[src/rtl/sacp_pkg.sv]
// sacp_pkg: register map, field positions, reset values and carrier types
// for the scsi protection-code and dt crc block.
// assumes a 32-bit apb slave with word-aligned registers.
package sacp_pkg;
  // ==========================================================
  // register indices (byte address is four times the index)
  localparam logic [11:0] PROT_CTRL0_IDX = 12'h0be;
  localparam logic [11:0] PROT_CTRL1_IDX = 12'h0bf;
  localparam logic [11:0] CRC_PAD_IDX = 12'h0e0;
  localparam logic [11:0] CRC_CTRL0_IDX = 12'h0e2;
  localparam logic [11:0] CRC_CTRL1_IDX = 12'h0e3;
  localparam logic [11:0] CRC_VIEW_IDX = 12'h0e4;
  localparam logic [11:0] PROT_CTRL0_ADDR = 12'(PROT_CTRL0_IDX * 4);
  localparam logic [11:0] PROT_CTRL1_ADDR = 12'(PROT_CTRL1_IDX * 4);
  localparam logic [11:0] CRC_PAD_ADDR = 12'(CRC_PAD_IDX * 4);
  localparam logic [11:0] CRC_CTRL0_ADDR = 12'(CRC_CTRL0_IDX * 4);
  localparam logic [11:0] CRC_CTRL1_ADDR = 12'(CRC_CTRL1_IDX * 4);
  localparam logic [11:0] CRC_VIEW_ADDR = 12'(CRC_VIEW_IDX * 4);
  // ==========================================================
  // field positions
  localparam int FORCE_BAD_BIT = 7;
  localparam int SEQ_RESET_BIT = 6;
  localparam int SEQ_LSB = 4;
  localparam int ERR_LIVE_BIT = 7;
  localparam int ERR_LATCH_BIT = 6;
  localparam int CHK_DIS_BIT = 7;
  localparam int PROTO_DIS_BIT = 6;
  localparam int IVL_RESET_BIT = 5;
  localparam int CRC_ERR_BIT = 7;
  localparam int AUTO_SEED_BIT = 5;
  localparam int TEST_SEED_BIT = 4;
  localparam int TEST_CHECK_BIT = 3;
  localparam int TEST_ACC_BIT = 2;
  // ==========================================================
  // reset values and crc constants
  localparam logic [15:0] PAD_RESET = 16'h0000;
  localparam logic [7:0] CTRL_RESET = 8'h00;
  localparam logic [31:0] CRC_POLY = 32'h04c11db7;
  localparam logic [31:0] CRC_SEED = 32'hffffffff;
  localparam logic [3:0] IVL_CODE_MAX = 4'ha;
  localparam logic [16:0] IVL_BASE = 17'h00080; // 128 bytes
  // parity masks over {seq[1:0], rsvd[1:0], phase[2:0], data[7:0]}
  localparam logic [14:0] PROT_MASK [6] = '{
    15'h40ff, 15'h20f0, 15'h1ccc, 15'h5aaa, 15'h3e0f, 15'h6733};
  // ==========================================================
  // view selector codes
  typedef enum logic [1:0] {
    SACP_VIEW_CRC, SACP_VIEW_INPUT, SACP_VIEW_ACC, SACP_VIEW_BAD
  } sacp_view_e;
  // signals from the scsi bus side and the interrupt logic
  typedef struct packed {
    logic [7:0] data;
    logic [2:0] phase;
    logic [1:0] rsvd;
    logic async_strobe;
    logic code_strobe;
    logic [5:0] rx_code;
    logic dt_strobe;
    logic dt_phase;
    logic dt_data_in;
    logic target_mode;
    logic crc_check;
    logic [31:0] rx_crc;
    logic seed_req;
    logic protocol_err;
    logic pad_req;
    logic interrupt_status_zero_clear;
    logic sist_read_both;
    logic par_int_en;
  } sacp_bus_in_s;
endpackage : sacp_pkg

[src/rtl/sacp_core.sv]
// sacp_core: protection-code generator and checker for asynchronous phases
// and crc engine with interval requests for dt data phases, apb registers.
// assumes bus inputs are synchronous to clk_i and strobes last one cycle.
`timescale 1ns/1ps
module sacp_core (
  input wire logic clk_i,
  input wire logic rst_i,
  input wire logic psel_i,
  input wire logic penable_i,
  input wire logic pwrite_i,
  input wire logic [11:0] paddr_i,
  input wire logic [31:0] pwdata_i,
  output logic [31:0] prdata_o,
  output logic pready_o,
  output logic pslverr_o,
  input wire sacp_pkg::sacp_bus_in_s bus_i,
  output logic [5:0] tx_code_o,
  output logic [15:0] pad_data_o,
  output logic crc_req_o,
  output logic gross_error_o,
  output logic interrupt_status_zero_crc_o
);
  // ==========================================================
  // helper functions
  // crc-32 over the top n bits of a word, msb first
  function automatic logic [31:0] crc_upd(input logic [31:0] c,
      input logic [31:0] d, input int n);
    logic [31:0] r;
    r = c;
    for (int i = 0; i < 32; i++) begin
      if (i < n) begin
        r = {r[30:0], 1'b0} ^ ((r[31] ^ d[31-i]) ? sacp_pkg::CRC_POLY
            : 32'h0);
      end
    end
    return r;
  endfunction

  function automatic logic is_addr(input logic [11:0] a,
      input logic [11:0] b);
    return a == b;
  endfunction
  // ==========================================================
  // state
  logic force_bad_r, force_bad_nxt, err_live_r, err_live_nxt;
  logic err_latch_r, err_latch_nxt, chk_dis_r, chk_dis_nxt;
  logic proto_dis_r, proto_dis_nxt, crc_err_r, crc_err_nxt;
  logic auto_seed_r, auto_seed_nxt, pready_r, pready_nxt;
  logic pslverr_r, pslverr_nxt, crc_req_r, crc_req_nxt;
  logic gross_r, gross_nxt, interrupt_status_zero_r, interrupt_status_zero_nxt;
  logic [1:0] seq_r, seq_nxt, view_r, view_nxt;
  logic [2:0] phase_r, phase_nxt;
  logic [3:0] ivl_code_r, ivl_code_nxt;
  logic [5:0] code_r, code_nxt, tx_code_r, tx_code_nxt;
  logic [15:0] pad_r, pad_nxt, pad_out_r, pad_out_nxt;
  logic [16:0] ivl_cnt_r, ivl_cnt_nxt;
  logic [31:0] acc_r, acc_nxt, inp_r, inp_nxt;
  logic [31:0] bad_r, bad_nxt, prdata_r, prdata_nxt;
  logic wr_en, rd_en, hit;
  logic [14:0] prot_in;
  logic [5:0] code_calc;
  logic [16:0] ivl_len;
  logic mismatch, check_now, ivl_on;
  logic [31:0] view_val;

  // ==========================================================
  // apb decode: a write takes effect on the edge with pready high
  assign wr_en = psel_i & penable_i & pready_r & pwrite_i & ~pslverr_r;
  assign rd_en = psel_i & penable_i & ~pready_r;
  assign hit = is_addr(paddr_i, sacp_pkg::PROT_CTRL0_ADDR)
      | is_addr(paddr_i, sacp_pkg::PROT_CTRL1_ADDR)
      | is_addr(paddr_i, sacp_pkg::CRC_PAD_ADDR)
      | is_addr(paddr_i, sacp_pkg::CRC_CTRL0_ADDR)
      | is_addr(paddr_i, sacp_pkg::CRC_CTRL1_ADDR)
      | is_addr(paddr_i, sacp_pkg::CRC_VIEW_ADDR);

  // code calc: one parity per output bit over its masked inputs
  assign prot_in = {seq_r, bus_i.rsvd, bus_i.phase, bus_i.data};
  for (genvar g = 0; g < 6; g++) begin : g_code
    assign code_calc[g] = ^(prot_in & sacp_pkg::PROT_MASK[g]);
  end

  // interval decode: 128 bytes doubling per code step
  assign ivl_len = sacp_pkg::IVL_BASE << (ivl_code_r - 4'h1);
  // zero and reserved codes give no automatic requests
  assign ivl_on = (ivl_code_r != 4'h0)
      & (ivl_code_r <= sacp_pkg::IVL_CODE_MAX);

  // a test check raises a mismatch just like a bus check
  assign check_now = (bus_i.crc_check & bus_i.dt_data_in)
      | (wr_en & is_addr(paddr_i, sacp_pkg::CRC_CTRL1_ADDR)
         & pwdata_i[sacp_pkg::TEST_CHECK_BIT]);
  // test checks compare against the input word, bus checks against rx
  assign mismatch = check_now & (acc_r != (bus_i.crc_check
      ? ~bus_i.rx_crc : ~inp_r));

  always_comb begin
    case (sacp_pkg::sacp_view_e'(view_r))
      // running crc is the inverted accumulator
      sacp_pkg::SACP_VIEW_CRC: view_val = ~acc_r;
      sacp_pkg::SACP_VIEW_INPUT: view_val = inp_r;
      sacp_pkg::SACP_VIEW_ACC: view_val = acc_r;
      sacp_pkg::SACP_VIEW_BAD: view_val = bad_r;
      default: view_val = 32'h0;
    endcase
  end
  // ==========================================================
  // apb answer: one wait cycle, then registered data and pready
  always_comb begin
    pready_nxt = rd_en;
    pslverr_nxt = rd_en & ~hit;
    prdata_nxt = 32'h0;
    if (rd_en & ~pwrite_i) begin
      if (is_addr(paddr_i, sacp_pkg::PROT_CTRL0_ADDR)) begin
        prdata_nxt = {24'h0, force_bad_r, 1'b0, seq_r, 4'h0};
      end else if (is_addr(paddr_i, sacp_pkg::PROT_CTRL1_ADDR)) begin
        prdata_nxt = {24'h0, err_live_r, err_latch_r, code_r};
      end else if (is_addr(paddr_i, sacp_pkg::CRC_PAD_ADDR)) begin
        prdata_nxt = {16'h0, pad_r};
      end else if (is_addr(paddr_i, sacp_pkg::CRC_CTRL0_ADDR)) begin
        prdata_nxt = {24'h0, chk_dis_r, proto_dis_r, 2'b00, ivl_code_r};
      end else if (is_addr(paddr_i, sacp_pkg::CRC_CTRL1_ADDR)) begin
        prdata_nxt = {24'h0, crc_err_r, 1'b0, auto_seed_r, 3'b000,
            view_r};
      end else if (is_addr(paddr_i, sacp_pkg::CRC_VIEW_ADDR)) begin
        prdata_nxt = view_val;
      end
    end
  end
  // ==========================================================
  // protection-code state
  always_comb begin
    force_bad_nxt = force_bad_r;
    seq_nxt = seq_r;
    phase_nxt = bus_i.phase;
    code_nxt = code_calc;
    // live compare, may flag transient errors
    err_live_nxt = bus_i.code_strobe & (bus_i.rx_code != code_calc);
    err_latch_nxt = err_latch_r;
    if (bus_i.async_strobe) begin
      seq_nxt = seq_r + 2'd1;
    end
    if (bus_i.phase != phase_r) begin
      seq_nxt = 2'd0;
    end
    if (wr_en && is_addr(paddr_i, sacp_pkg::PROT_CTRL0_ADDR)) begin
      force_bad_nxt = pwdata_i[sacp_pkg::FORCE_BAD_BIT];
      if (pwdata_i[sacp_pkg::SEQ_RESET_BIT]) begin
        seq_nxt = 2'd0;
      end
    end
    // latched error, set wins over clear
    if (bus_i.interrupt_status_zero_clear) begin
      err_latch_nxt = 1'b0;
    end
    if (err_live_nxt) begin
      err_latch_nxt = 1'b1;
    end
  end
  // ==========================================================
  // crc control and data state
  always_comb begin
    pad_nxt = pad_r;
    chk_dis_nxt = chk_dis_r;
    proto_dis_nxt = proto_dis_r;
    ivl_code_nxt = ivl_code_r;
    ivl_cnt_nxt = ivl_cnt_r;
    crc_err_nxt = crc_err_r;
    auto_seed_nxt = auto_seed_r;
    view_nxt = view_r;
    acc_nxt = acc_r;
    inp_nxt = inp_r;
    bad_nxt = bad_r;
    crc_req_nxt = 1'b0;
    // bytes fold into the crc-32 accumulator
    if (bus_i.dt_strobe) begin
      inp_nxt = {inp_r[23:0], bus_i.data};
      acc_nxt = crc_upd(acc_r, {bus_i.data, 24'h0}, 8);
    end
    // interval counting runs across block moves
    if (bus_i.dt_strobe && bus_i.target_mode && bus_i.dt_phase
        && ivl_on) begin
      if (ivl_cnt_r + 17'd1 >= ivl_len) begin
        ivl_cnt_nxt = 17'd0;
        crc_req_nxt = 1'b1;
      end else begin
        ivl_cnt_nxt = ivl_cnt_r + 17'd1;
      end
    end
    // reseed after each check while auto seed is on, or on bus control request while it is off
    if ((check_now && auto_seed_r) || (bus_i.seed_req && !auto_seed_r))
        begin
      acc_nxt = sacp_pkg::CRC_SEED;
    end
    // clears first so a same-cycle error still sets
    if (bus_i.sist_read_both) begin
      crc_err_nxt = 1'b0;
    end
    if (wr_en && is_addr(paddr_i, sacp_pkg::CRC_PAD_ADDR)) begin
      pad_nxt = pwdata_i[15:0];
    end
    if (wr_en && is_addr(paddr_i, sacp_pkg::CRC_CTRL0_ADDR)) begin
      chk_dis_nxt = pwdata_i[sacp_pkg::CHK_DIS_BIT];
      proto_dis_nxt = pwdata_i[sacp_pkg::PROTO_DIS_BIT];
      ivl_code_nxt = pwdata_i[3:0];
      // interval counter reset, bit not stored
      if (pwdata_i[sacp_pkg::IVL_RESET_BIT]) begin
        ivl_cnt_nxt = 17'd0;
      end
    end
    if (wr_en && is_addr(paddr_i, sacp_pkg::CRC_CTRL1_ADDR)) begin
      auto_seed_nxt = pwdata_i[sacp_pkg::AUTO_SEED_BIT];
      view_nxt = pwdata_i[1:0];
      if (pwdata_i[sacp_pkg::CRC_ERR_BIT]) begin
        crc_err_nxt = 1'b0;
      end
      // test accumulate folds whole input word
      if (pwdata_i[sacp_pkg::TEST_ACC_BIT]) begin
        acc_nxt = crc_upd(acc_r, inp_r, 32);
      end
      // test seed wins over everything else on the accumulator
      if (pwdata_i[sacp_pkg::TEST_SEED_BIT]) begin
        acc_nxt = sacp_pkg::CRC_SEED;
      end
    end
    // input and accumulator writable through the view
    if (wr_en && is_addr(paddr_i, sacp_pkg::CRC_VIEW_ADDR)) begin
      if (view_r == 2'(sacp_pkg::SACP_VIEW_INPUT)) begin
        inp_nxt = pwdata_i;
      end else if (view_r == 2'(sacp_pkg::SACP_VIEW_ACC)) begin
        acc_nxt = pwdata_i;
      end
    end
    // flag sets regardless of the check disable
    if (mismatch) begin
      crc_err_nxt = 1'b1;
    end
    // capture only while no error is pending
    if (mismatch && !crc_err_r) begin
      bad_nxt = ~acc_r;
    end
  end
  // ==========================================================
  // bus-facing outputs, all registered
  always_comb begin
    tx_code_nxt = force_bad_r ? ~code_calc : code_calc;
    // pad value driven while pad bytes are due
    pad_out_nxt = bus_i.pad_req ? pad_r : 16'h0;
    gross_nxt = bus_i.protocol_err & ~proto_dis_r;
    // report only when checking and interrupt enabled
    interrupt_status_zero_nxt = mismatch & ~chk_dis_r & bus_i.par_int_en;
  end

  // one register stage for every group above
  always_ff @(posedge clk_i) begin
    if (rst_i) begin
      force_bad_r <= 1'b0;
      seq_r <= 2'd0;
      phase_r <= 3'd0;
      err_live_r <= 1'b0;
      err_latch_r <= 1'b0;
      code_r <= 6'h0;
      pad_r <= sacp_pkg::PAD_RESET;
      chk_dis_r <= 1'b0;
      proto_dis_r <= 1'b0;
      ivl_code_r <= 4'h0;
      ivl_cnt_r <= 17'd0;
      crc_err_r <= 1'b0;
      auto_seed_r <= 1'b0;
      view_r <= 2'd0;
      acc_r <= sacp_pkg::CRC_SEED;
      inp_r <= 32'h0;
      bad_r <= 32'h0;
      prdata_r <= 32'h0;
      pready_r <= 1'b0;
      pslverr_r <= 1'b0;
      tx_code_r <= 6'h0;
      pad_out_r <= 16'h0;
      crc_req_r <= 1'b0;
      gross_r <= 1'b0;
      interrupt_status_zero_r <= 1'b0;
    end else begin
      force_bad_r <= force_bad_nxt;
      seq_r <= seq_nxt;
      phase_r <= phase_nxt;
      err_live_r <= err_live_nxt;
      err_latch_r <= err_latch_nxt;
      code_r <= code_nxt;
      pad_r <= pad_nxt;
      chk_dis_r <= chk_dis_nxt;
      proto_dis_r <= proto_dis_nxt;
      ivl_code_r <= ivl_code_nxt;
      ivl_cnt_r <= ivl_cnt_nxt;
      crc_err_r <= crc_err_nxt;
      auto_seed_r <= auto_seed_nxt;
      view_r <= view_nxt;
      acc_r <= acc_nxt;
      inp_r <= inp_nxt;
      bad_r <= bad_nxt;
      prdata_r <= prdata_nxt;
      pready_r <= pready_nxt;
      pslverr_r <= pslverr_nxt;
      tx_code_r <= tx_code_nxt;
      pad_out_r <= pad_out_nxt;
      crc_req_r <= crc_req_nxt;
      gross_r <= gross_nxt;
      interrupt_status_zero_r <= interrupt_status_zero_nxt;
    end
  end

  assign prdata_o = prdata_r;
  assign pready_o = pready_r;
  assign pslverr_o = pslverr_r;
  assign tx_code_o = tx_code_r;
  assign pad_data_o = pad_out_r;
  assign crc_req_o = crc_req_r;
  assign gross_error_o = gross_r;
  assign interrupt_status_zero_crc_o = interrupt_status_zero_r;
endmodule // sacp_core

[config.mk]
export PLATFORM = sky130hd
export DESIGN_NAME = sacp_core
export DESIGN_NICKNAME = d
export VERILOG_FILES = /design/src/rtl/sacp_pkg.sv /design/src/rtl/sacp_core.sv
export SDC_FILE = /design/constraint.sdc
export NUM_CORES = 1
export LEC_CHECK = 0
export BUFFER_PORTS_ARGS = -buffer_cell sky130_fd_sc_hd__clkbuf_2
export CORE_UTILIZATION = 57
export CTS_CLUSTER_SIZE = 28
export DETAILED_ROUTE_END_ITERATION = 12
export PLACE_DENSITY = 0.78
export SLEW_MARGIN = 0
export SYNTH_ARGS = -nofsm -noshare
export SYNTH_HDL_FRONTEND = slang
export SYNTH_SLANG_ARGS = --single-unit
[constraint.sdc]
create_clock -name clk_i -period 11.2 [get_ports clk_i]
set_clock_uncertainty 0.1 [all_clocks]
set_input_delay 2.24 -clock clk_i [delete_from_list [all_inputs] [get_ports clk_i]]
set_output_delay 2.24 -clock clk_i [all_outputs]
set_load 0.01 [all_outputs]
* Word-level counts from Yosys, hierarchy flattened
Cells that the tools add are included.
** Cells by class
- $lt $le $gt $ge :: 2
- Shift operators :: 1
- Mux-type cells :: 144
- Reductions and logical operators :: 29
- Equality and inequality tests :: 12
- Bitwise logic cells :: 116
- Add/sub/neg operators :: 3
** Operators by type and width (number)
- $mux W32 :: 81
- $xor A32 B27 Y32 :: 40
- $mux W27 :: 40
- $pmux W32 S4 :: 1
- $not A32 Y32 :: 3
- $reduce_xor A15 Y1 :: 6
- $eq A12 B10 Y1 const B :: 6
- $mux W17 :: 4
- $mux W16 :: 4
- $xor A1 B1 Y1 :: 40
- $ne A32 B32 Y1 :: 1
- $add A17 B1 Y17 const B :: 1
- $ge A17 B17 Y1 :: 1
- $shl A8 B4 Y17 const A :: 1
- $and A1 B1 Y1 :: 16
- $mux W8 :: 2
- $logic_and A1 B1 Y1 :: 11
- $not A1 Y1 :: 10
- $mux W2 :: 4
- $reduce_or A8 Y1 :: 1
- $mux W1 :: 7
- $mux W6 :: 1
- $ne A6 B6 Y1 :: 1
- $not A6 Y6 :: 1
- 15 further kinds :: 24
** Word-level totals
- Register bits :: 212
- Bits of input ports :: 113
- Output and inout bits :: 59
- Logic and storage cells :: 335

* Longest topological paths before layout
Gate-level depths: netlist of the first run.
- Depth after elaboration :: 165
- Mapped depth :: 18
- Mapped depth without buffers :: 17

* Worst setup path after synthesis of the first run
No wires, ideal clock.
- Path type :: input port to flip-flop
- From :: input port bus_i[38] in the netlist's numbering
- To :: register bad_r[10]
- Setup slack :: 6.571 ns
- Arrival :: 4.444 ns
- Buffers on the path :: 4
- Required time :: 11.014 ns
- Library setup time :: 0.086 ns
- Stages :: 12
- Cells stage by stage :: clkbuf_1 buf_1 mux2i_1 xnor2_1 nand4_1 nor4_1 a21oi_1 nor2b_1 clkbuf_1 buf_1 nor2_1 a211oi_1
** On the way
- Word-level cells in the longest chain between the ends :: 4
- Elaborated cells between the ends (all ways) :: 6
- Those cells by class :: eq/ne (1); mux (1); bitwise (3); reduce/logical (1)
** Ends and longest elaborated chain
- from (decl) :: line sacp_core.sv:16 : input wire sacp_pkg::sacp_bus_in_s bus_i,
- $mux W32 or $and A1 B1 Y1 (tied branches) :: line sacp_core.sv:95, sacp_core.sv:90
- $ne A32 B32 Y1 or $or A1 B1 Y1 (tied branches) :: line sacp_core.sv:94, sacp_core.sv:91
- $and A1 B1 Y1 (*) :: line sacp_core.sv:94 : assign mismatch = check_now & (acc_r != (bus_i.crc_check
- $logic_and A1 B1 Y1 (*) :: line sacp_core.sv:239 : if (mismatch && !crc_err_r) begin
- to (signal assigned) :: line sacp_core.sv:299 : bad_r <= bad_nxt;
- to (decl) :: line sacp_core.sv:58 : logic [31:0] bad_r, bad_nxt, prdata_r, prdata_nxt;
Every way passes the cells marked *; elsewhere a longest branch is shown, timed or not.
A chain may end at the register's enable or synchronous reset.

* Final worst setup path of the first run
- From :: input port paddr_i[4]
- To :: register bad_r[29]
** On the way
- Word-level cells in the longest chain between the ends :: 6
** Ends and longest elaborated chain
- from (decl) :: line sacp_core.sv:11 : input wire logic [11:0] paddr_i,
- $eq A12 B10 Y1 :: line sacp_core.sv:41 : return a == b;
- $and A1 B1 Y1 :: line sacp_core.sv:91 : | (wr_en & is_addr(paddr_i, sacp_pkg::CRC_CTRL1_ADDR)
- $and A1 B1 Y1 :: line sacp_core.sv:92 : & pwdata_i[sacp_pkg::TEST_CHECK_BIT]);
- $or A1 B1 Y1 :: line sacp_core.sv:91
- $and A1 B1 Y1 :: line sacp_core.sv:94
- $logic_and A1 B1 Y1 :: line sacp_core.sv:239
No other way between the ends.

==> results.json, run 1 <==
{
  "die_y_um": 163.5,
  "final_common_cell": "xnor2_1",
  "post_cts_resized": 0,
  "ys_warn_count": 0,
  "io_pins": 172,
  "yosys_most_used_dff": "dfxtp_1",
  "postCtsSetupBuffers": 0,
  "drive_gt1_frac": 0.1751,
  "grt_first_pass_wirelength_um": 68110,
  "area_growth_syn_to_fin_pct": 11.30,
  "finalSetupViolCount": 0,
  "synth_seq_cells": 212,
  "detail_route.drc_violations": 0,
  "synth_fp_nets": 1792,
  "gr-total-overflow": 0,
  "wl_um": 45430,
  "cts_root_buf": "clkbuf_16",
  "cts_h_tree_depth": 1,
  "startpoint_type": "input pin",
  "syn_area_sq_um": 14870,
  "outcome": "finished clean",
  "slew_headroom": 0.2134,
  "hpwlAfterDp_um": 33300,
  "insertion_delay_ns": 0.52,
  "hold_end": "prdata_o[3]",
  "pin_count_of_the_biggest_net_entering_global_routing": 96,
  "worst-endpoint-required_ns": 11.52,
  "critPathArrivalTime_ns": 5.70,
  "cts_tree": "yes",
  "globalRouteTotalUtil": 0.3352,
  "layout_worst_path_cycle_share": 0.4802,
  "worst-slew-pin-transition_ns": 1.180,
  "port_bufs": 171,
  "finish.net_count": 1872,
  "num_rows": 58,
  "total_core_area_sq_um": 25400,
  "maxCapViolCount": 0,
  "num_antenna_cells": 0,
  "cts.hold.buffers_added": 0,
  "launching_point_of_the_worst_reg2reg_path": "acc_r[27]",
  "rsz0062_at_grt": "no",
  "routed_wire_length_per_instance_um": 21.69,
  "synth_top_cells_by_area": "dfxtp_1 29%, xnor2_1 15%, xor2_1 7.0%",
  "detailedRoute.firstIterationViolations": 1348,
  "clk_path_buf_depth": 3,
  "die_width_um": 163.5,
  "hold_path_startpoint": "code_r[3]",
  "min_delay_path_depth": 2,
  "reg2reg_slack_ns": 6.17,
  "seq_area_frac_synth": 0.2854,
  "critical_path.max_fanout": 64,
  "finalSetupTns_ns": 0,
  "post_synth_num_cell_types": 62,
  "worst_setup_hold_path_clk_slew_ns": 0.06,
  "synthesis.area_per_instance_sq_um": 8.921,
  "yosys.area.top_type_share": 0.2854,
  "worst_hold_slack_ns": 0.3430,
  "timing.rr.end": "acc_r[8]",
  "fp.dieArea_sq_um": 26740,
  "drtPass1Iterations": 5,
  "routabilityCongestion": 0.9640,
  "viasPerCell": 5.965,
  "commonest_non_fill_non_tap_cells_in_the_layout": "257 x xnor2_1, 210 x dfxtp_1, 177 x nor2_1",
  "synth_cells": 1667,
  "reg2reg_path_depth": 10,
  "start_util": 0.5855,
  "tritoncts.num_buffers": 24,
  "clock_sink_count": 212,
  "timing_max_transition_violations_final": 0,
  "crit_path_end_kind": "register",
  "grt_antenna_before_repair": 1,
  "vias": 12496,
  "report.final.hold_viol_count": 0,
  "worstSetupPathType": "input pin to register",
  "achievable-frequency_mhz": 185.9,
  "netlist.top_cell.by_area": "dfxtp_1",
  "synth_enable_flop_cells": 0,
  "hold_path_class": "register to register",
  "asyncSetResetFlopFracSynth": 0,
  "antenna_left": 0,
  "layout_min_cycle_time_ns": 5.378,
  "via_count_of_the_first_global_routing_pass": 11766
}
[cell type report]
type                            count  area, sq um
Clock buffer                       33        705.7
Clock inverter                     11        192.7
Fill cell                        2136         8848
Inverter                            9        33.78
Multi-Input combinational cell   1319        10020
Sequential cell                   212         4247
Tap cell                          330        412.9
Timing Repair Buffer              181        935.9
[Yosys cell counts, drive strengths merged (9+ instances only)]
cell type  number
clkbuf         88
nand4          12
buf            39
nor2b          12
o21ai          62
a21oi         111
nor3           17
xor2          128
nand2         127
mux2           32
nor2          177
and2           35
xnor3          36
xnor2         283
o211ai         13
o21a            9
ha             12
o22ai          11
a211oi         65
mux2i          72
nand3          25
dfxtp         212
[sequential cells by signal, indices dropped and copies added, names as in the netlist, 6 cells and up]
register / count
ivl_cnt_r: 17
acc_r: 32
pad_r: 16
inp_r: 32
bad_r: 32
prdata_o: 32
tx_code_o: 6
pad_data_o: 16
code_r: 6
[worst max-delay path, stage by stage]
cell and delay [ns]:
clkbuf_2 0.10, nor4b_1 0.59, and4_1 0.40, and3_1 0.64, a22oi_1 0.18, a21oi_1 0.33
nor2b_4 0.20, buf_4 0.54, nor2_1 0.14, a211oi_1 0.30
[routing by layer]
metal,routed length [um],part of all wire,up-vias,track usage
met4,2006,0.044,0,0.1389
met1,18760,0.41,5916,0.4406
met3,4090,0.090,128,0.06094
met2,20580,0.45,631,0.5391
li1,-,-,5821,-
met5,0,0,-,0
[per-stage QoR]
step	instances	setup slack (ns)	util	area (sq um)
2_1_floorplan	1667	6.571	-	14870
3_3_place_gp	2051	5.740	0.6163	15650
3_5_place_dp	2051	5.546	0.6163	15650
4_1_cts	2095	5.972	0.6516	16550
5_1_grt	2095	5.681	0.6516	16550
6_report	2095	5.822	0.6516	16550
[worst max-delay path by stage]
| stage | start | to | slack (ns) | depth (start not counted) |
|---|---|---|---|---|
| 5_1_grt | paddr_i[4] | bad_r[29] | 5.68 | 10 |
| 6_report | paddr_i[4] | bad_r[29] | 5.82 | 10 |
| 4_1_cts | paddr_i[4] | bad_r[29] | 5.97 | 10 |
| 2_1_floorplan | bus_i[38] | bad_r[10] | 6.57 | 12 |
| 3_5_place_dp | paddr_i[4] | bad_r[24] | 5.55 | 10 |
| 3_3_place_gp | paddr_i[4] | acc_r[16] | 5.74 | 10 |
[cell families (layout without fill, tap and decap cells)]
group,count (synthesis),after routing,share of synthesized area
and+or+nand+nor,441,441,0.1328
xor gates and xnor gates,448,448,0.3270
DFF,212,212,0.2854
buffers and inverters,136,234,0.04106
muxes,104,104,0.07270
adders and majority gates,12,12,0.01010
AOI/OAI and AO/OA,314,314,0.1310
Power of run 1 is not shown: default switching activity piles up to over one toggle a cycle in this logic, so the estimate is an artifact.
==> inputs of run 2 (changes only) <==
--- a/config.mk
+++ b/config.mk
@@ -5,8 +5,9 @@
 export SDC_FILE = /design/constraint.sdc
 export NUM_CORES = 1
 export LEC_CHECK = 0
+export ABC_AREA = 1
 export BUFFER_PORTS_ARGS = -buffer_cell sky130_fd_sc_hd__clkbuf_2
-export CORE_UTILIZATION = 57
+export CORE_UTILIZATION = 55
 export CTS_CLUSTER_SIZE = 28
 export DETAILED_ROUTE_END_ITERATION = 12
 export PLACE_DENSITY = 0.78
==> constraint.sdc (replaced) <==
create_clock -name clk_i -period 4.45 [get_ports clk_i]
set_clock_uncertainty 0.1 [all_clocks]
set_input_delay 0.89 -clock clk_i [delete_from_list [all_inputs] [get_ports clk_i]]
set_output_delay 0.89 -clock clk_i [all_outputs]
set_load 0.01 [all_outputs]
==> run 2 against run 1 <==
Compared with the run above:
- register-to-register slack got worse by 5.8 ns
- first-iteration DRC count increased by 70%
- synthesized cell count increased by 60%
- setup slack got worse by 5.4 ns
- synthesized area increased by 13%
- critical path type is now register to register
- critical endpoint is now acc_r[28]
- routed wire length increased by 57%
- global-route usage increased by 12 points
- critical path depth increased by 15
- count of clock-buffer cells in the layout decreased by 2
==> results.json, run 2 <==
{
  "outcome": "finished clean",
  "total_core_area_sq_um": 29870,
  "clk_path_buf_depth": 3,
  "drtPass1Iterations": 6,
  "grt_antenna_before_repair": 0,
  "final_common_cell": "nand2_1",
  "critical_path.max_fanout": 9,
  "rsz0062_at_grt": "no",
  "worst-slew-pin-transition_ns": 1.086,
  "postCtsSetupBuffers": 0,
  "die_y_um": 176.8,
  "synth_cells": 2673,
  "synth_top_family_by_area": "simple AND/OR/NAND/NOR gates",
  "ir_drop_v": 0.0003795,
  "post_synth_num_cell_types": 53,
  "worstSetupPathType": "register to register",
  "die_width_um": 176.8,
  "layout_min_cycle_time_ns": 4.052,
  "area_growth_syn_to_fin_pct": 12.12,
  "finish.net_count": 2940,
  "io_pins": 172,
  "insertion_delay_ns": 0.57,
  "crit_path_end_kind": "register",
  "pin_count_of_the_biggest_net_entering_global_routing": 94,
  "worst_hold_slack_ns": 0.3540,
  "filler_cell_count": 2850,
  "report.final.hold_viol_count": 0,
  "cts_root_buf": "clkbuf_16",
  "asyncSetResetFlopFracSynth": 0,
  "finalSetupTns_ns": 0,
  "hpwlAfterDp_um": 55140,
  "slew_headroom": 0.2753,
  "hold_path_class": "register to register",
  "antenna_left": 0,
  "yosys_most_used_dff": "dfxtp_1",
  "dr.max_layer_used": "met4",
  "cell_with_the_most_instances_after_synthesis": "nand2_1",
  "num_antenna_cells": 0,
  "fp.dieArea_sq_um": 31250,
  "crit_path_max_incr_delay_ns": 0.65,
  "yosys.area.top_type_share": 0.2526,
  "met1Wirelength_um": 26690,
  "critical_path.n_buffers_inverters": 3,
  "crit_path_leading_delay_family": "simple AND/OR/NAND/NOR gates",
  "startpoint_type": "register",
  "launch_point_of_the_worst_path": "acc_r[29]",
  "synth.mux.area_fraction": 0,
  "drive_gt1_frac": 0.1528,
  "syn_area_sq_um": 16800,
  "wl_met2_um": 30530,
  "hold_path_startpoint": "bad_r[18]",
  "cpMaxStageDelayCell": "dfxtp_1",
  "commonest_non_fill_non_tap_cells_in_the_layout": "762 x nand2_1, 288 x inv_1, 224 x o21ai_0",
  "wl_um": 71280,
  "worst-endpoint-required_ns": 4.82,
  "timing_max_transition_violations_final": 0,
  "final_core_utilization": 0.6306,
  "viasPerCell": 5.923,
  "synth_fp_nets": 2798,
  "critical-path-top-cell-by-count": "nand2_1",
  "cts.hold.buffers_added": 0,
  "vias": 19059,
  "detailedRoute.firstIterationViolations": 2288,
  "port_bufs": 171,
  "gr-total-overflow": 0,
  "synth_seq_cells": 212,
  "routed_wire_length_per_instance_um": 22.15,
  "power.density_cell_area_nw_per_um2": 569.2,
  "yosys.area_share.xor_xnor": 0.1307,
  "post_cts_resized": 0,
  "overall_power_after_layout_mw": 10.72,
  "met3_wirelength_um": 8534,
  "grt_first_pass_wirelength_um": 105800,
  "cts_tree": "yes",
  "synthesis.area_per_instance_sq_um": 6.286,
  "worst_setup_hold_path_clk_slew_ns": 0.06,
  "critPathArrivalTime_ns": 4.42,
  "ys_warn_count": 0,
  "synthSimpleGateAreaFrac": 0.3294,
  "start_util": 0.5624,
  "synth_top_cells_by_area": "dfxtp_1 25%, nand2_1 17%, xor2_1 8.5%",
  "compound_gate_fraction_of_synth_area": 0.1845,
  "netlist.top_cell.by_area": "dfxtp_1",
  "finalSetupViolCount": 0,
  "cts_h_tree_depth": 1,
  "yosys-top-cells-count": "762 x nand2_1, 288 x inv_1, 224 x o21ai_0, 212 x dfxtp_1, 181 x a21oi_1",
  "tritoncts.num_buffers": 23,
  "num_rows": 63,
  "maxCapViolCount": 0,
  "seq_area_frac_synth": 0.2526,
  "achievable-frequency_mhz": 246.8,
  "synth-adder-area-share": 0.008936,
  "globalRouteTotalUtil": 0.4507,
  "layout_worst_path_cycle_share": 0.9105,
  "reg2reg_slack_ns": 0.40,
  "detail_route.drc_violations": 0,
  "routabilityCongestion": 1.062,
  "leakagePower_nw": 9.079,
  "launching_point_of_the_worst_reg2reg_path": "acc_r[29]",
  "via_count_of_the_first_global_routing_pass": 17892,
  "synth_enable_flop_cells": 0,
  "clock_sink_count": 212
}
## run 2: area by class of cell
| class | instances | area [sq um] | area share |
|---|---|---|---|
| Clock buffer | 31 | 645.6 | 0.03427 |
| Clock inverter | 7 | 100.1 | 0.005313 |
| Inverter | 322 | 1220 | 0.06476 |
| Multi-Input combinational cell | 2046 | 10990 | 0.5835 |
| Sequential cell | 212 | 4244 | 0.2253 |
| Tap cell | 390 | 488.0 | 0.02590 |
| Timing Repair Buffer | 210 | 1149 | 0.06097 |
## run 2: per-layer routing
layer	vias to the layer above	GRT usage
met5	-	0
met4	0	0.3050
met3	298	0.1308
met2	1185	0.6940
met1	8676	0.5423
li1	8900	-
## run 2: worst reg2reg max path, delay by kind of cell (launching register included)
kind	cells	cell delay (ns)
simple gates	20	2.56
flops	1	0.65
buf+inv	3	0.38
xor+xnor	1	0.22
compound gates	1	0.08
## run 2: path summary, 6_finish.rpt
| path | endpoint | cells past startpoint |
|---|---|---|
| worst max-delay path | acc_r[28] | 25 |
| worst max register to register | acc_r[28] | 25 |
| worst min-delay path | bad_r[18] | 2 |
| worst min register to register | bad_r[18] | 2 |
## run 2: logic make-up after synthesis
family                   Yosys count
XOR/XNOR                         240
AND/OR/NAND/NOR                 1238
adder cells (fa/ha/maj)           12
buffers and inverters            415
AO/OA/AOI/OAI                    556
flip-flops                       212
## run 2: stage by stage
step           instance area, sq um  worst slack (ns)  cells
2_1_floorplan                 16800             1.212   2673
4_1_cts                       18840            0.5199   3218
3_3_place_gp                  18090            0.2778   3180
5_1_grt                       18840           0.05588   3218
6_report                      18840            0.3985   3218
3_5_place_dp                  18090            0.2481   3180
## run 2: where the power goes
part / total, mW / switching [mW] / internal [mW] / leakage (nW)
Sequential: 2.07 / 0.0944 / 1.98 / 1.73
Combinational: 6.67 / 4.56 / 2.11 / 6.98
Clock: 1.98 / 0.852 / 1.13 / 0.371
Total: 10.7 / 5.51 / 5.21 / 9.08
Power figures use the tool's default switching activity.
==> inputs of run 3 (changes only) <==
--- a/config.mk
+++ b/config.mk
@@ -6,11 +6,11 @@
 export NUM_CORES = 1
 export LEC_CHECK = 0
 export ABC_AREA = 1
-export BUFFER_PORTS_ARGS = -buffer_cell sky130_fd_sc_hd__clkbuf_2
-export CORE_UTILIZATION = 55
+export CORE_UTILIZATION = 57
 export CTS_CLUSTER_SIZE = 28
 export DETAILED_ROUTE_END_ITERATION = 12
-export PLACE_DENSITY = 0.78
+export DONT_BUFFER_PORTS = 1
+export PLACE_DENSITY = 0.75
 export SLEW_MARGIN = 0
 export SYNTH_ARGS = -nofsm -noshare
 export SYNTH_HDL_FRONTEND = slang
==> constraint.sdc (replaced) <==
create_clock -name clk_i -period 4.45 [get_ports clk_i]
set_clock_uncertainty 0.1 [all_clocks]
set_input_delay 1.1125 -clock clk_i [delete_from_list [all_inputs] [get_ports clk_i]]
set_output_delay 1.1125 -clock clk_i [all_outputs]
set_load 0.01 [all_outputs]
==> run 3 against run 2 <==
Compared with the run above:
- combinational power fell by 2%
- sequential share of layout area increased by 1.0 points
- setup slack got worse by 0.15 ns
- non-clock buffer count fell by 178
- register-to-register slack got worse by 0.15 ns
- via count decreased by 2.5%
- critical path depth is 3 lower
- worst hold slack gained 0.0036 ns
- highest routed layer is now met5
- total power is 0.68% higher
- global-route usage grew 0.66 points
- clock power is 9% higher
- critical endpoint is now acc_r[17]
- critical path type unchanged
==> results.json, run 3 (same netlist as run 2, synthesis figures left out) <==
{
  "maxCapViolCount": 0,
  "leakagePower_nw": 8.360,
  "routed_wire_length_per_instance_um": 23.07,
  "detailedRoute.firstIterationViolations": 2180,
  "finalSetupViolCount": 0,
  "die_y_um": 173.7,
  "internal_power_mw": 5.318,
  "clk_path_buf_depth": 3,
  "cts.hold.buffers_added": 0,
  "clock_power_share": 0.200,
  "critPathArrivalTime_ns": 4.53,
  "insertion_delay_ns": 0.55,
  "worst_setup_hold_path_clk_slew_ns": 0.05,
  "layout_min_cycle_time_ns": 4.201,
  "finalSetupTns_ns": 0,
  "report.final.hold_viol_count": 0,
  "commonest_non_fill_non_tap_cells_in_the_layout": "762 x nand2_1, 288 x inv_1, 224 x o21ai_0",
  "globalRouteTotalUtil": 0.4573,
  "worst-slew-pin-transition_ns": 1.188,
  "grt_first_pass_wirelength_um": 104600,
  "num_rows": 62,
  "gr-total-overflow": 0,
  "power.density_cell_area_nw_per_um2": 598.4,
  "start_util": 0.5822,
  "crit_path_end_kind": "register",
  "switchingPower_mw": 5.477,
  "die_width_um": 173.7,
  "filler_cell_count": 2695,
  "slew_headroom": 0.2072,
  "critical_path.max_fanout": 6,
  "chain_of_cells_forming_the_critical_path": "inv_2 > nand2_2 > nand2_2 > nand2_1 > nand2_1 > inv_2 > nand2_1 > nand3_1 > nand2_2 > nand2_1 > nand3_1 > nand2_4 > nand2_2 > nand3_1 > nand2_4 > xnor2_4 > xor2_1 > inv_1 > o21ai_1 > nand2_1 > nand2_1 > nand2_1",
  "clock_sink_count": 212,
  "layout_worst_path_cycle_share": 0.9441,
  "detail_route.drc_violations": 0,
  "vias": 18577,
  "dpl_cell_area_sq_um": 17190,
  "fp.dieArea_sq_um": 30170,
  "drtPass1Iterations": 6,
  "power.share.combinational": 0.608,
  "ir_drop_v": 0.0004020,
  "hpwlAfterDp_um": 53850,
  "cts_tree": "yes",
  "cpMaxStageDelayCell": "dfxtp_1",
  "viasPerCell": 6.109,
  "rsz0062_at_grt": "no",
  "pin_count_of_the_biggest_net_entering_global_routing": 107,
  "routabilityCongestion": 1.095,
  "io_pins": 172,
  "postCtsSetupBuffers": 0,
  "footprint_of_the_multi_input_gates_sq_um": 10990,
  "area_growth_syn_to_fin_pct": 7.365,
  "post_cts_resized": 0,
  "critical-path-top-cell-by-count": "nand2_1",
  "worst-endpoint-required_ns": 4.77,
  "wl_um": 70170,
  "drive_gt1_frac": 0.09755,
  "design_area_sq_um": 18040,
  "achievable-frequency_mhz": 238.0,
  "via_count_of_the_first_global_routing_pass": 17411,
  "worstSetupPathType": "register to register",
  "cts_h_tree_depth": 1,
  "switching_share": 0.5074,
  "final_common_cell": "nand2_1",
  "startpoint_type": "register",
  "antenna_left": 0,
  "tritoncts.num_buffers": 25,
  "cts_root_buf": "clkbuf_16",
  "hold_path_class": "register to register",
  "finish.net_count": 2764,
  "timing_max_transition_violations_final": 0,
  "overall_power_after_layout_mw": 10.80,
  "port_bufs": 0,
  "area_of_all_sequential_standard_cells_sq_um": 4244,
  "grt_antenna_before_repair": 5,
  "total_core_area_sq_um": 28860,
  "part_of_the_power_in_registers": 0.192,
  "crit_path_max_incr_delay_ns": 0.58,
  "outcome": "finished clean"
}
## run 3: critical path: cells and delay by family, from the launching register on
| family | cells | cell delay (ns) |
|---|---|---|
| AOI/OAI and AO/OA | 1 | 0.44 |
| xor gates and xnor gates | 2 | 0.52 |
| buffers and inverters | 3 | 0.41 |
| DFF | 1 | 0.58 |
| and+or+nand+nor | 16 | 2.02 |
## run 3: routing by layer
metal	GRT usage	up-vias	wire (um)
met5	0	-	27
met4	0.2957	4	5291
met3	0.1342	311	8789
met1	0.5467	8531	25630
li1	-	8545	-
met2	0.7160	1186	30430
## run 3: worst paths after layout
| check | startpoint | endpoint | slack, ns | cells past startpoint |
|---|---|---|---|---|
| max | acc_r[28] | acc_r[17] | 0.25 | 22 |
| min | bad_r[4] | bad_r[4] | 0.36 | 2 |
| max reg2reg | acc_r[28] | acc_r[17] | 0.25 | 22 |
| min reg2reg | bad_r[4] | bad_r[4] | 0.36 | 2 |
## run 3: cell type report
type	count	share of cell area
Multi-Input combinational cell	2046	0.6093
Antenna cell	2	0.0002774
Clock buffer	33	0.03856
Sequential cell	212	0.2353
Tap cell	384	0.02663
Clock inverter	10	0.008323
Inverter	322	0.06762
Timing Repair Buffer	32	0.01401
## run 3: through the flow
step             util  std cells  setup slack, ns  hold slack (ns)
6_report       0.6251       3041           0.2487           0.3576
3_3_place_gp   0.5956       2996           0.3613           0.3385
2_1_floorplan       -       2673           0.9997           0.3061
4_1_cts        0.6250       3039           0.4302           0.3562
5_1_grt        0.6250       3039           0.1838           0.3645
3_5_place_dp   0.5956       2996           0.3862           0.3474
## run 3: power groups by stage
stage / Combinational (mW) / Clock (mW) / Sequential, mW
CTS: 6.35 / 2.15 / 2.07
global placement: 6.25 / 0 / 2.11
global route: 7.09 / 2.23 / 2.08
detailed placement: 6.29 / 0 / 2.11
finish: 6.56 / 2.16 / 2.08
floorplan: 4.79 / 0 / 2.06
